[config.mk]
export PLATFORM = sky130hd
export DESIGN_NAME = ipc_controller
export DESIGN_NICKNAME = d
export VERILOG_FILES = /design/src/ipc_pkg.sv /design/src/ipc_controller.sv
export SDC_FILE = /design/constraint.sdc
export NUM_CORES = 1
export LEC_CHECK = 0
export ABC_AREA = 1
export BUFFER_PORTS_ARGS = -buffer_cell sky130_fd_sc_hd__buf_2
export CAP_MARGIN = 0
export CORE_UTILIZATION = 45
export CTS_BUF_LIST = sky130_fd_sc_hd__clkbuf_4
export CTS_CLUSTER_DIAMETER = 50
export DETAILED_ROUTE_END_ITERATION = 16
export SYNTH_ARGS = -nofsm -noshare
export SYNTH_HDL_FRONTEND = slang
export SYNTH_SLANG_ARGS = --single-unit
[constraint.sdc]
create_clock -name clk_sys -period 5.9 [get_ports clk_sys]
set_input_delay 0.295 -clock clk_sys [delete_from_list [all_inputs] [get_ports clk_sys]]
set_output_delay 0.295 -clock clk_sys [all_outputs]
set_load 0.05 [all_outputs]
[src/ipc_pkg.sv]
package ipc_pkg;
  // geometry
  localparam int unsigned ADDR_W = 5;
  localparam int unsigned DATA_W = 16;
  localparam int unsigned NUM_SRC = 64;
  localparam int unsigned SRC_W = 6;
  localparam int unsigned LVL_REGS = 7;
  localparam int unsigned FLD_PER_REG = 8;
  localparam int unsigned NUM_FLD = LVL_REGS * FLD_PER_REG;
  localparam int unsigned VBA_W = 14;
  localparam int unsigned VEC_ADDR_W = 21;
  localparam int unsigned FHI_W = 5;
  ////////////////////////////////////////////////////////////////////////////
  // register offsets, in bus words
  localparam logic [4:0] OFF_LEVELS_0 = 5'h00;
  localparam logic [4:0] OFF_VBA = 5'h07;
  localparam logic [4:0] OFF_FMATCH_0 = 5'h08;
  localparam logic [4:0] OFF_FLOW_0 = 5'h09;
  localparam logic [4:0] OFF_FHIGH_0 = 5'h0a;
  localparam logic [4:0] OFF_FMATCH_1 = 5'h0b;
  localparam logic [4:0] OFF_FLOW_1 = 5'h0c;
  localparam logic [4:0] OFF_FHIGH_1 = 5'h0d;
  localparam logic [4:0] OFF_PEND_0 = 5'h0e;
  localparam logic [4:0] OFF_PEND_3 = 5'h11;
  localparam logic [4:0] OFF_CTRL = 5'h16;
  ////////////////////////////////////////////////////////////////////////////
  // writable-bit masks and reset value
  localparam logic [15:0] RESET_VAL = 16'h0000;
  localparam logic [15:0] MASK_ALL = 16'hffff;
  localparam logic [15:0] MASK_LEVELS_0 = 16'hf3ff;
  localparam logic [15:0] MASK_LEVELS_6 = 16'h0fff;
  localparam logic [15:0] MASK_VBA = 16'h3fff;
  localparam logic [15:0] MASK_FMATCH = 16'h003f;
  localparam logic [15:0] MASK_FHIGH = 16'h001f;
  ////////////////////////////////////////////////////////////////////////////
  // field positions
  localparam int unsigned SYNTH_LO = 14;
  localparam int unsigned LOWV_LO = 12;
  localparam int unsigned DBGRX_LO = 8;
  localparam int unsigned CTRL_ACTIVE = 15;
  localparam int unsigned CTRL_CODE_LO = 13;
  localparam int unsigned CTRL_VAB_LO = 6;
  localparam int unsigned CTRL_BLOCK = 5;
  localparam logic [15:0] CTRL_ONES = 16'h001c;
  ////////////////////////////////////////////////////////////////////////////
  // level codes
  localparam logic [1:0] LEVEL_OFF = 2'h0;
  localparam logic [1:0] LEVEL_TWO = 2'h2;
  localparam logic [1:0] PLC_NONE = 2'h0;
  localparam logic [1:0] PLC_P0 = 2'h1;
  localparam logic [1:0] PLC_P1 = 2'h2;
  localparam logic [1:0] PLC_P23 = 2'h3;
  // fields whose codes mean levels 1..3 (the first register); rest 0..2
  localparam logic [55:0] HIGH_RANGE_DEF = 56'h0000_0000_0000_00ff;
endpackage

[src/ipc_controller.sv]
`timescale 1ns/1ps
`default_nettype none
module ipc_controller #(
  parameter logic [55:0] HIGH_RANGE_MAP = ipc_pkg::HIGH_RANGE_DEF
) (
  input wire logic clk_sys,
  input wire logic rst_n,
  input wire logic [ipc_pkg::NUM_SRC-1:0] irq_req,
  input wire logic [ipc_pkg::ADDR_W-1:0] reg_addr,
  input wire logic reg_wr_en,
  input wire logic reg_rd_en,
  input wire logic [ipc_pkg::DATA_W-1:0] reg_wdata,
  output logic [ipc_pkg::DATA_W-1:0] reg_rdata,
  output logic core_irq,
  output logic [1:0] core_level,
  output logic [1:0] presented_level_code,
  output logic [ipc_pkg::SRC_W-1:0] core_vector,
  output logic [ipc_pkg::VEC_ADDR_W-1:0] core_vec_addr,
  output logic core_fast,
  output logic wake_req
);
  import ipc_pkg::*;

  // {enable, level} from a 2-bit field; low range shifts codes down by one
  function automatic logic [2:0] decode_lvl(input logic [1:0] code,
                                            input logic high);
    logic [1:0] lv;
    lv = high ? code : 2'(code - 2'h1);
    decode_lvl = {code != LEVEL_OFF, lv};
  endfunction

  // writable bits of a level register index
  function automatic logic [15:0] lvl_mask(input int unsigned idx);
    if (idx == 0)
      lvl_mask = MASK_LEVELS_0;
    else if (idx == LVL_REGS - 1)
      lvl_mask = MASK_LEVELS_6;
    else
      lvl_mask = MASK_ALL;
  endfunction

  ////////////////////////////////////////////////////////////////////////////
  // register file
  logic [15:0] lvl_r [LVL_REGS];
  logic [15:0] lvl_nxt [LVL_REGS];
  logic [15:0] vba_r, vba_nxt;
  logic [15:0] fm0_r, fm0_nxt, fl0_r, fl0_nxt, fh0_r, fh0_nxt;
  logic [15:0] fm1_r, fm1_nxt, fl1_r, fl1_nxt, fh1_r, fh1_nxt;
  logic block_r, block_nxt;
  logic [15:0] rdata_nxt;
  logic [NUM_SRC-1:0] pend_r;

  // masked writes; reserved bits never store, so they read zero, except CTRL bits 4:2, which read one
  always_comb begin
    for (int i = 0; i < LVL_REGS; i++) begin
      lvl_nxt[i] = lvl_r[i];
      if (reg_wr_en && reg_addr == 5'(OFF_LEVELS_0 + 5'(i)))
        lvl_nxt[i] = reg_wdata & lvl_mask(i);
    end
    vba_nxt = vba_r;
    fm0_nxt = fm0_r;
    fl0_nxt = fl0_r;
    fh0_nxt = fh0_r;
    fm1_nxt = fm1_r;
    fl1_nxt = fl1_r;
    fh1_nxt = fh1_r;
    block_nxt = block_r;
    if (reg_wr_en) begin
      unique case (reg_addr)
        OFF_VBA: vba_nxt = reg_wdata & MASK_VBA;
        OFF_FMATCH_0: fm0_nxt = reg_wdata & MASK_FMATCH;
        OFF_FLOW_0: fl0_nxt = reg_wdata;
        OFF_FHIGH_0: fh0_nxt = reg_wdata & MASK_FHIGH;
        OFF_FMATCH_1: fm1_nxt = reg_wdata & MASK_FMATCH;
        OFF_FLOW_1: fl1_nxt = reg_wdata;
        OFF_FHIGH_1: fh1_nxt = reg_wdata & MASK_FHIGH;
        OFF_CTRL: block_nxt = reg_wdata[CTRL_BLOCK];
        default: ;
      endcase
    end
  end

  always_ff @(posedge clk_sys or negedge rst_n) begin
    if (!rst_n) begin
      for (int i = 0; i < LVL_REGS; i++)
        lvl_r[i] <= RESET_VAL;
      vba_r <= RESET_VAL;
      fm0_r <= RESET_VAL;
      fl0_r <= RESET_VAL;
      fh0_r <= RESET_VAL;
      fm1_r <= RESET_VAL;
      fl1_r <= RESET_VAL;
      fh1_r <= RESET_VAL;
      block_r <= 1'b0;
    end else begin
      for (int i = 0; i < LVL_REGS; i++)
        lvl_r[i] <= lvl_nxt[i];
      vba_r <= vba_nxt;
      fm0_r <= fm0_nxt;
      fl0_r <= fl0_nxt;
      fh0_r <= fh0_nxt;
      fm1_r <= fm1_nxt;
      fl1_r <= fl1_nxt;
      fh1_r <= fh1_nxt;
      block_r <= block_nxt;
    end
  end

  ////////////////////////////////////////////////////////////////////////////
  // per-source enable and level; field f sits at bits 15-2p of register f/8
  logic [NUM_SRC-1:0] src_en;
  logic [1:0] src_lvl [NUM_SRC];
  logic [NUM_SRC-1:0] pend_now;

  genvar g;
  generate
    for (g = 0; g < NUM_SRC; g++) begin : g_src
      if (g < NUM_FLD) begin : g_fld
        localparam int unsigned RI = g / FLD_PER_REG;
        localparam int unsigned LO = SYNTH_LO - 2 * (g % FLD_PER_REG);
        logic [2:0] dec;
        assign dec = decode_lvl(lvl_r[RI][LO+:2], HIGH_RANGE_MAP[g]);
        assign src_en[g] = dec[2];
        assign src_lvl[g] = dec[1:0];
      end else begin : g_nofld
        // no level field: held off permanently
        assign src_en[g] = 1'b0;
        assign src_lvl[g] = LEVEL_OFF;
      end
    end
  endgenerate

  // disabled sources are masked before arbitration and wake-up
  assign pend_now = irq_req & src_en;

  ////////////////////////////////////////////////////////////////////////////
  // arbitration: highest level first, lowest number within a level
  logic win_valid;
  logic [1:0] win_lvl;
  logic [SRC_W-1:0] win_src;
  logic [3:0] lvl_any;
  logic [SRC_W-1:0] lvl_src [4];

  always_comb begin
    lvl_any = 4'h0;
    for (int l = 0; l < 4; l++)
      lvl_src[l] = '0;
    // downward scan so the lowest number overwrites last
    for (int s = NUM_SRC - 1; s >= 0; s--) begin
      if (pend_now[s]) begin
        lvl_any[src_lvl[s]] = 1'b1;
        lvl_src[src_lvl[s]] = SRC_W'(s);
      end
    end
    win_valid = |lvl_any;
    win_lvl = 2'h0;
    win_src = lvl_src[0];
    for (int l = 1; l < 4; l++) begin
      if (lvl_any[l]) begin
        win_lvl = 2'(l);
        win_src = lvl_src[l];
      end
    end
  end

  ////////////////////////////////////////////////////////////////////////////
  // vector address: fast target on a level-2 match, else base-relative
  logic fast0, fast1;
  logic [VEC_ADDR_W-1:0] addr_sel;
  logic [VEC_ADDR_W-1:0] addr_normal;

  assign addr_normal = {vba_r[VBA_W-1:0], 1'b0, win_src};
  assign fast0 = win_lvl == LEVEL_TWO && win_src == fm0_r[SRC_W-1:0];
  assign fast1 = win_lvl == LEVEL_TWO && win_src == fm1_r[SRC_W-1:0];

  // match 0 takes precedence when both fast registers hold the same number
  always_comb begin
    if (fast0)
      addr_sel = {fh0_r[FHI_W-1:0], fl0_r};
    else if (fast1)
      addr_sel = {fh1_r[FHI_W-1:0], fl1_r};
    else
      addr_sel = addr_normal;
  end

  ////////////////////////////////////////////////////////////////////////////
  // core-facing outputs, registered
  logic irq_nxt, fast_nxt, wake_nxt;
  logic [1:0] plc_nxt;

  // blocking stops presentation but still lets a pending request wake
  always_comb begin
    irq_nxt = win_valid && !block_r;
    fast_nxt = irq_nxt && (fast0 || fast1);
    wake_nxt = |pend_now;
    if (!irq_nxt)
      plc_nxt = PLC_NONE;
    else if (win_lvl == 2'h0)
      plc_nxt = PLC_P0;
    else if (win_lvl == 2'h1)
      plc_nxt = PLC_P1;
    else
      plc_nxt = PLC_P23;
  end

  always_ff @(posedge clk_sys or negedge rst_n) begin
    if (!rst_n) begin
      core_irq <= 1'b0;
      core_level <= 2'h0;
      presented_level_code <= PLC_NONE;
      core_vector <= '0;
      core_vec_addr <= '0;
      core_fast <= 1'b0;
      wake_req <= 1'b0;
      pend_r <= '0;
    end else begin
      core_irq <= irq_nxt;
      core_level <= win_lvl;
      presented_level_code <= plc_nxt;
      core_vector <= win_src;
      core_vec_addr <= addr_sel;
      core_fast <= fast_nxt;
      wake_req <= wake_nxt;
      pend_r <= pend_now;
    end
  end

  ////////////////////////////////////////////////////////////////////////////
  // read port: data one cycle after reg_rd_en, unmapped reads zero
  always_comb begin
    rdata_nxt = '0;
    if (reg_addr < OFF_VBA)
      rdata_nxt = lvl_r[reg_addr[2:0]];
    else if (reg_addr >= OFF_PEND_0 && reg_addr <= OFF_PEND_3)
      rdata_nxt = pend_r[DATA_W*(reg_addr - OFF_PEND_0) +: DATA_W];
    else begin
      unique case (reg_addr)
        OFF_VBA: rdata_nxt = vba_r;
        OFF_FMATCH_0: rdata_nxt = fm0_r;
        OFF_FLOW_0: rdata_nxt = fl0_r;
        OFF_FHIGH_0: rdata_nxt = fh0_r;
        OFF_FMATCH_1: rdata_nxt = fm1_r;
        OFF_FLOW_1: rdata_nxt = fl1_r;
        OFF_FHIGH_1: rdata_nxt = fh1_r;
        OFF_CTRL: begin
          rdata_nxt = CTRL_ONES;
          rdata_nxt[CTRL_ACTIVE] = core_irq;
          rdata_nxt[CTRL_CODE_LO+:2] = presented_level_code;
          rdata_nxt[CTRL_VAB_LO+:7] = core_vec_addr[6:0];
          rdata_nxt[CTRL_BLOCK] = block_r;
        end
        default: rdata_nxt = '0;
      endcase
    end
  end

  always_ff @(posedge clk_sys or negedge rst_n) begin
    if (!rst_n)
      reg_rdata <= '0;
    else if (reg_rd_en)
      reg_rdata <= rdata_nxt;
  end

  ////////////////////////////////////////////////////////////////////////////
  // checks
  logic seen_edge_r;
  logic lower_hit;

  always_ff @(posedge clk_sys or negedge rst_n) begin
    if (!rst_n)
      seen_edge_r <= 1'b0;
    else
      seen_edge_r <= 1'b1;
  end

  // any lower-numbered pending source at the winner's level
  always_comb begin
    lower_hit = 1'b0;
    for (int s = 0; s < NUM_SRC; s++)
      if (pend_now[s] && src_lvl[s] == win_lvl && SRC_W'(s) < win_src)
        lower_hit = 1'b1;
  end
endmodule
`default_nettype wire

==> results of run 1 <==
## worst paths after layout
check | from | endpoint | slack (ns) | depth (start not counted)
worst max-delay path | lvl_r[1] | core_vec_addr[14] | 0.97 | 30
worst min-delay path | reg_wdata[14] | lvl_r[78] | 0.07 | 3
worst max register to register | lvl_r[1] | core_vec_addr[14] | 0.97 | 30
worst min register to register | vba_r[11] | vba_r[11] | 0.49 | 2
max in group asynchronous | rst_n | lvl_r[77] | 4.20 | 3
min in group asynchronous | rst_n | vba_r[10] | 0.08 | 2
## stage by stage
stage | total power, mW | worst slack (ns) | hold slack (ns) | cells
after floorplan | 4.26 | 2.29 | -0.000591 | 2133
after global placement | 5.15 | 1.08 | 0.362 | 2650
after detailed placement | 5.18 | 1.03 | 0.371 | 2650
after CTS | 6.98 | 1.05 | 0.0237 | 2842
after global routing | 7.39 | 0.489 | 0.0571 | 2845
final | 7.00 | 0.967 | 0.0725 | 2847
## registers in the layout, indices dropped and copies added (netlist names)
| signal | count |
|---|---|
| lvl_r | 92 |
| pend_r | 53 |
| core_vec_addr | 21 |
| fl0_r | 16 |
| fl1_r | 16 |
| reg_rdata | 16 |
| g_src.g_fld.dec | 14 |
| vba_r | 14 |
| core_vector | 6 |
| fm0_r | 6 |
| fm1_r | 6 |
| fh0_r | 5 |
| fh1_r | 5 |
| core_level | 2 |
| presented_level_code | 2 |
| block_r | 1 |
| core_fast | 1 |
| core_irq | 1 |
| wake_req | 1 |
## per-layer routing
layer | vias to the layer above | global-route usage, % | share of wire, % | wire length, um
met2 | 748 | 59.4 | 45 | 29700
met1 | 7653 | 50.0 | 41 | 27200
li1 | 7485 | - | - | -
met4 | 0 | 20.4 | 5.3 | 3480
met5 | - | 0 | 0 | 0
met3 | 166 | 7.97 | 8.5 | 5620
## cell type report
cell class	instances	area (sq um)	share of cell area, %
diodes	5	12.5	0.0698
clock buffers	112	841	4.69
clock inverters	24	113	0.629
inverters	287	1080	6.01
multi-input cells	1491	6990	39.0
flip-flops and latches	278	6960	38.8
well taps	448	561	3.13
repair buffers	202	1360	7.60
## logic make-up after synthesis
family / Yosys count / synth area share (%)
AOI/OAI and AO/OA: 485 / 18.1
xor gates and xnor gates: 6 / 0.341
adders and majority gates: 2 / 0.162
buffers and inverters: 364 / 9.48
DFF: 278 / 45.2
and+or+nand+nor: 998 / 26.8
## cells in the mapped netlist, drive strengths merged
| library cell | instances | area share, % |
|---|---|---|
| o221ai | 11 | 0.63 |
| a2111oi | 1 | 0.057 |
| nand2 | 637 | 16 |
| dlygate4sd1 | 1 | 0.057 |
| nand3 | 151 | 5.0 |
| nand3b | 1 | 0.049 |
| o21bai | 7 | 0.34 |
| a211oi | 2 | 0.097 |
| o211a | 1 | 0.065 |
| a41oi | 4 | 0.23 |
| o2111ai | 4 | 0.23 |
| a21o | 2 | 0.097 |
| nor2 | 128 | 3.1 |
| o41ai | 2 | 0.11 |
| nor3 | 44 | 1.5 |
| inv | 285 | 6.9 |
| o31ai | 3 | 0.15 |
| dfrtp | 278 | 45 |
| a221oi | 21 | 1.2 |
| and2 | 2 | 0.081 |
| o211ai | 4 | 0.19 |
| a21oi | 63 | 2.1 |
| clkinv | 2 | 0.049 |
| xor2 | 6 | 0.34 |
| o2bb2ai | 1 | 0.057 |
| o311ai | 5 | 0.28 |
| nand4 | 28 | 1.2 |
| a31o | 1 | 0.057 |
| ha | 2 | 0.16 |
| a22o | 6 | 0.34 |
| a22oi | 7 | 0.34 |
| or2 | 3 | 0.12 |
| nor4 | 4 | 0.16 |
| o21a | 3 | 0.15 |
| buf | 8 | 0.62 |
| clkbuf | 68 | 1.8 |
| o21ai | 294 | 9.6 |
| o22ai | 18 | 0.73 |
| a21boi | 3 | 0.15 |
| a31oi | 22 | 0.89 |
## layout by cell type, fill, tap and decap left out, types with 11 or more instances in the layout
master         instances
inv_1                281
nor2_1               125
nand2_1              631
o221ai_1              11
buf_4                 18
dfrtp_1              278
o21ai_0              291
nand3_1              148
a221oi_1              21
a21oi_1               62
a31oi_1               22
buf_2                126
clkinv_1              20
clkbuf_4             112
o22ai_1               18
nor3_1                43
dlygate4sd3_1         56
nand4_1               27
## tightest hold or removal path, cell delays in order
cell and delay (ns):
buf_2 0.07, inv_1 0.25, o21ai_0 0.24
## report_power, final
group	switching [mW]	internal (mW)	total, mW	leakage (nW)
registers	0.367	2.30	2.66	3.60
clock network	0.897	0.874	1.77	0.557
logic	1.87	0.700	2.57	5.23
## what timing repair did
action	CTS	global route
endpoints found under the setup margin	0	0
endpoints found under the hold margin	161	0
hold buffers	56	0
==> run metrics, run 1 <==
global-route wire length before repair 97000 um; Post-Route Setup TNS 0 ns; maximum number of pins on one net before global-route repair 182; nets 2431; Buf/Inv on CP 3; Synth Cell Area 15400 sq um; Area after DPL 16400 sq um; RSZ-0062 raised after global routing no; CP top delay family compound AO/OA/AOI/OAI gates; CTS tree yes; Max Slew Vio Count 0; max-cap viol count 0; Yosys reg bits 278; final setup skew 0.0891 ns; CP peak stage delay 0.44 ns; die extent in x 187 um; post-cts resize count 0; clock slew at reported path FFs 0.06 ns; Slowest cell on crit path dfrtp_1; Routed WL per cell 23.2 um; Slew @ Worst Pin 1.19 ns; status finished, final reports clean; core area 33600 sq um; routability cong. 0.993; io pins 139; FILL cells 3476; CP Capture Type flop; Port Buffers 127; layout cell share with drive strength beyond 1 12.0%; Critical Path Most Common Cell nand3_1; clock buffer depth 3; Synth Warn # 0; post-DP HPWL 48200 um; Worst EP arrival 5.66 ns; later-pin clock latency in the skew report 0.84 ns; antenna-violating nets left 0; Total Die Area 35000 sq um; LEAKAGE 9.38 nW; Worst Path Required 6.63 ns; Hold/Removal Path Class input port to flop; Final Hold Fails 0; vias in the first global route 15300; sequential share of the synthesized area 45.2%; Highest Clock Rate 0.203 GHz; FP Rows 67; Area Growth Syn to Fin 16.3%; worst ir drop on vdd 0.282 mV; via count 16100; htree depth 3; CTS root buffer clkbuf_4; Via density 5.64; critical path peak fanout 19; Worst Setup Path Type flop to flop; crit start category flop; Util after Layout 53.3%; Synth cell types 52; total grt overflow 0; initial antenna violation count 5; CTS sink count 278; Finish-stage setup viols 0; # Post-CTS Setup Buffers 0; design area 17900 sq um; pwr dens 391 nW/um^2; CTS buffer count 80; Post-Synthesis Cells 2133; # DRC 0; initial core utilization 45.8%; Die Span Y 187 um; average size of a mapped cell 7.22 sq um; Final Cycle Share 83.6%; syn_nets 2224; slew margin rel. 20.5%; Period minus WS final 4.93 ns; final WL 66000 um; DRT Pass-1 Iters 6; 1st-iter DRT viols 1676; GR Util All Layers 38.2%
No activity file was read; power rests on OpenSTA's default activity.
==> inputs of run 2 (changes only) <==
Clock period 5.9 ns to 5.06 ns, I/O delays scaled along.
==> run metrics, run 2 (synthesis gave the netlist of run 1 again) <==
status finished, final reports clean; CP peak stage delay 0.44 ns; Buf/Inv on CP 5; routability cong. 1.02; flop-to-flop setup slack 0.39 ns; total grt overflow 0; Max Slew Vio Count 0; Final Cycle Share 92.2%; Worst Setup Path Type flop to flop; # DRC 0; Die Span Y 187 um; core area 33600 sq um; pwr dens 457 nW/um^2; commonest cells after routing, fill and taps aside nand2_1, o21ai_0, inv_1; Final WS setup 0.392 ns; clock buffer depth 3; Register-to-Register Path Depth 32; CTS sink count 278; maximum number of pins on one net before global-route repair 96; worst ir drop on vdd 0.284 mV; Via density 5.65; Port Buffers 127; io pins 139; Slew @ Worst Pin 1.05 ns; Reg with most FFs lvl_r; GR Util All Layers 37.4%; DRT Pass-1 Iters 6; CTS tree yes; Setup WS pre-CTS 0.422 ns; Highest Clock Rate 0.214 GHz; Final Hold Fails 0; later-pin clock latency in the skew report 0.80 ns; Area Growth Syn to Fin 18.4%; LEAKAGE 9.53 nW; layout cell share with drive strength beyond 1 13.0%; Total Die Area 35000 sq um; nets 2445; Period minus WS final 4.67 ns; Worst EP arrival 5.32 ns; Finish-stage setup viols 0; clock slew at reported path FFs 0.07 ns; max FFs per register 92; Worst Path Required 5.71 ns; crit start category flop; slew margin rel. 30.0%; FILL cells 3431; Util after Layout 54.3%; initial antenna violation count 5; Slowest cell on crit path dfrtp_2; FP Rows 67; CP Capture Type flop; Hold/Removal Path Class input port to asynchronous set/reset pin; max-cap viol count 0; final setup skew 0.0651 ns; post-DP HPWL 47900 um; top flop regs lvl_r x92, pend_r x53, core_vec_addr x21; most common cell after layout, fill and taps aside nand2_1; 1st-iter DRT viols 1752; final WL 64900 um; vias in the first global route 14900; die extent in x 187 um; antenna-violating nets left 0; CP top delay family simple AND/OR/NAND/NOR gates; global-route wire length before repair 95400 um; start of the worst register-to-register path lvl_r[2]; htree depth 3; reg-to-reg endpoint core_vec_addr[4]; initial core utilization 45.8%; CTS buffer count 78; critical path peak fanout 13; Routed WL per cell 22.7 um; via count 16200; CTS root buffer clkbuf_4
-- run 2: report_power, final --
| group | total (mW) | internal [mW] | switching [mW] |
|---|---|---|---|
| clock | 2.11 | 1.08 | 1.03 |
| combinational | 3.14 | 0.919 | 2.22 |
| sequential | 3.10 | 2.68 | 0.419 |
-- run 2: cell type report --
| type | instances | area [sq um] | share of cell area [%] |
|---|---|---|---|
| sequential | 278 | 6960 | 38.2 |
| clock buffer | 107 | 803 | 4.40 |
| multi-input combinational | 1491 | 7060 | 38.7 |
| clock inverter | 28 | 174 | 0.953 |
| inverter | 287 | 1080 | 5.92 |
| antenna | 3 | 7.51 | 0.0411 |
| timing repair buffer | 218 | 1600 | 8.77 |
| tap | 448 | 561 | 3.07 |
-- run 2: timing repair --
action | in CTS | in global routing
resized for setup | 0 | 27
setup buffers | 0 | 5
hold endpoints to repair | 160 | 0
endpoints found under the setup margin | 0 | 22
hold buffers | 57 | 0
-- run 2: worst max-delay path by stage --
stage | startpoint | endpoint | slack (ns) | depth (start not counted)
final | lvl_r[2] | core_vec_addr[4] | 0.39 | 32
after global routing | lvl_r[0] | core_vec_addr[2] | -0.02 | 62
after CTS | lvl_r[1] | core_vec_addr[14] | 0.41 | 31
after detailed placement | lvl_r[1] | core_vec_addr[4] | 0.42 | 31
after global placement | lvl_r[1] | core_vec_addr[4] | 0.46 | 31
after floorplan | lvl_r[1] | core_vec_addr[10] | 1.45 | 61
-- run 2: per-layer routing --
layer / vias up / wire length [um] / GRT usage (%)
met5: - / 0 / 0
met4: 0 / 3450 / 19.1
met3: 175 / 5460 / 6.14
met2: 823 / 29500 / 58.7
met1: 7663 / 26500 / 49.9
li1: 7504 / - / -
-- run 2: through the flow --
step                cells  hold slack [ns]  setup TNS, ns  total power [mW]  cell area (sq um)
finish               2860           0.0583              0              8.34              18200
global route         2858           0.0873         -0.178              8.81              18200
CTS                  2849           0.0218              0              8.22              18000
detailed placement   2657            0.309              0              6.06              16500
global placement     2657            0.306              0              6.04              16500
floorplan            2133          -0.0426              0              4.96              15400
==> inputs of run 3 (changes only) <==
Settings changed: MAX_ROUTING_LAYER set to met4.
Clock period 5.06 ns to 5.1 ns, I/O delays scaled along.
==> run metrics, run 3 (synthesis gave the netlist of run 1 again) <==
most common cell after layout, fill and taps aside nand2_1; Flop pwr share 37.6%; top flop regs lvl_r x92, pend_r x53, core_vec_addr x21; nets 2439; flop-to-flop setup slack 0.22 ns; crit start category flop; GR Util All Layers 39.1%; die extent in x 187 um; Max Slew Vio Count 0; Via density 5.72; DRT Pass-1 Iters 8; Final Power 8.20 mW; slew margin rel. 26.6%; Critical Path Most Common Cell nand3_1; clock slew at reported path FFs 0.07 ns; Area Growth Syn to Fin 17.5%; # DRC 0; antenna-violating nets left 0; Highest Clock Rate 0.205 GHz; FILL cells 3351; via count 16300; clock buffer depth 3; max-cap viol count 0; total grt overflow 0; CP top delay family compound AO/OA/AOI/OAI gates; Sw Share 44.1%; Final WS setup 0.215 ns; Finish-stage setup viols 0; Reg with most FFs lvl_r; Clk pwr share 25.1%; routability cong. 1.01; design area 18100 sq um; Register-to-Register Path Depth 30; Total Die Area 35000 sq um; htree depth 3; final setup skew 0.0740 ns; core area 33600 sq um; Hold/Removal Path Class input port to flop; max FFs per register 92; later-pin clock latency in the skew report 0.82 ns; worst ir drop on vdd 0.260 mV; reg-to-reg endpoint core_vec_addr[19]; global-route wire length before repair 96700 um; critical path peak fanout 9; Area after DPL 16400 sq um; Comb pwr share 37.3%; initial antenna violation count 9; FP Rows 67; Die Span Y 187 um; Worst EP arrival 5.62 ns; Routed WL per cell 23.1 um; initial core utilization 45.8%; net switching power 3.61 mW; Slew @ Worst Pin 1.10 ns; internal power 4.59 mW; CTS tree yes; CTS root buffer clkbuf_4; pwr dens 453 nW/um^2; commonest cells after routing, fill and taps aside nand2_1, o21ai_0, inv_1; Setup WS pre-CTS 0.418 ns; status finished, final reports clean; Post-Route Setup TNS 0 ns; Slowest cell on crit path o21ai_0; hold-critical path depth 3; CP Capture Type flop; LEAKAGE 9.47 nW; vias in the first global route 15300; hold_sp reg_wdata[15]; Worst Setup Path Type flop to flop; Port Buffers 127; Worst Hold End lvl_r[79]; CTS sink count 278; Worst Path Required 5.83 ns; Final Hold Fails 0; post-DP HPWL 48600 um; Period minus WS final 4.88 ns; CP peak stage delay 0.42 ns; CTS buffer count 79; io pins 139; start of the worst register-to-register path lvl_r[0]; 1st-iter DRT viols 1625; Buf/Inv on CP 4; Final Cycle Share 95.8%; final WL 66000 um; layout cell share with drive strength beyond 1 12.5%; maximum number of pins on one net before global-route repair 124; Util after Layout 53.8%
[run 3: power groups by stage]
stage / Combinational (mW) / Sequential [mW] / Clock [mW]
2_1_floorplan: 1.53 / 3.40 / 0
3_3_place_gp: 2.87 / 3.09 / 0
3_5_place_dp: 2.90 / 3.10 / 0
4_1_cts: 2.94 / 3.06 / 2.08
5_1_grt: 3.32 / 3.12 / 2.20
6_report: 3.06 / 3.08 / 2.06
[run 3: worst register-to-register path, delay by kind of cell, from the launching register on]
family                 cells  cell delay, ns
AO/OA/AOI/OAI             11            2.05
AND/OR/NAND/NOR           15            1.88
buffers and inverters      4            0.55
flip-flops                 1            0.40
[run 3: area by class of cell]
type	instances	area [sq um]	area share [%]
inverters	287	1080	5.98
clock inverters	21	115	0.636
diodes	5	12.5	0.0691
multi-input cells	1491	7030	38.8
flip-flops and latches	278	6960	38.5
clock buffers	112	841	4.65
repair buffers	211	1500	8.29
well taps	448	561	3.10
[run 3: worst max-delay path by stage]
stage          cells past startpoint                 to      start
5_1_grt                           61  core_vec_addr[14]   lvl_r[1]
4_1_cts                           51  core_vec_addr[14]  lvl_r[11]
6_report                          30  core_vec_addr[19]   lvl_r[0]
3_5_place_dp                      55  core_vec_addr[14]   lvl_r[4]
3_3_place_gp                      30  core_vec_addr[15]   lvl_r[1]
2_1_floorplan                     61  core_vec_addr[10]   lvl_r[1]
[run 3: stage by stage]
step | hold WS (ns) | std cells
finish | 0.0313 | 2853
floorplan | -0.0406 | 2133
global route | 0.0136 | 2852
CTS | 0.00683 | 2842
global placement | 0.391 | 2651
detailed placement | 0.389 | 2651
[run 3: timing repair]
item                       4_1_cts  5_1_grt
gates resized for setup          0       21
hold buffers                    58        0
setup endpoints to repair        0       22
hold endpoints to repair       175        0
buffers inserted                 0        4
[run 3: layer usage]
| metal | vias to the layer above | track usage, % | routed length, um |
|---|---|---|---|
| li1 | 7502 | - | - |
| met1 | 7815 | 50.1 | 27400 |
| met2 | 817 | 60.2 | 29800 |
| met3 | 180 | 6.51 | 5350 |
| met4 | 0 | 19.1 | 3410 |
| met5 | - | - | 0 |
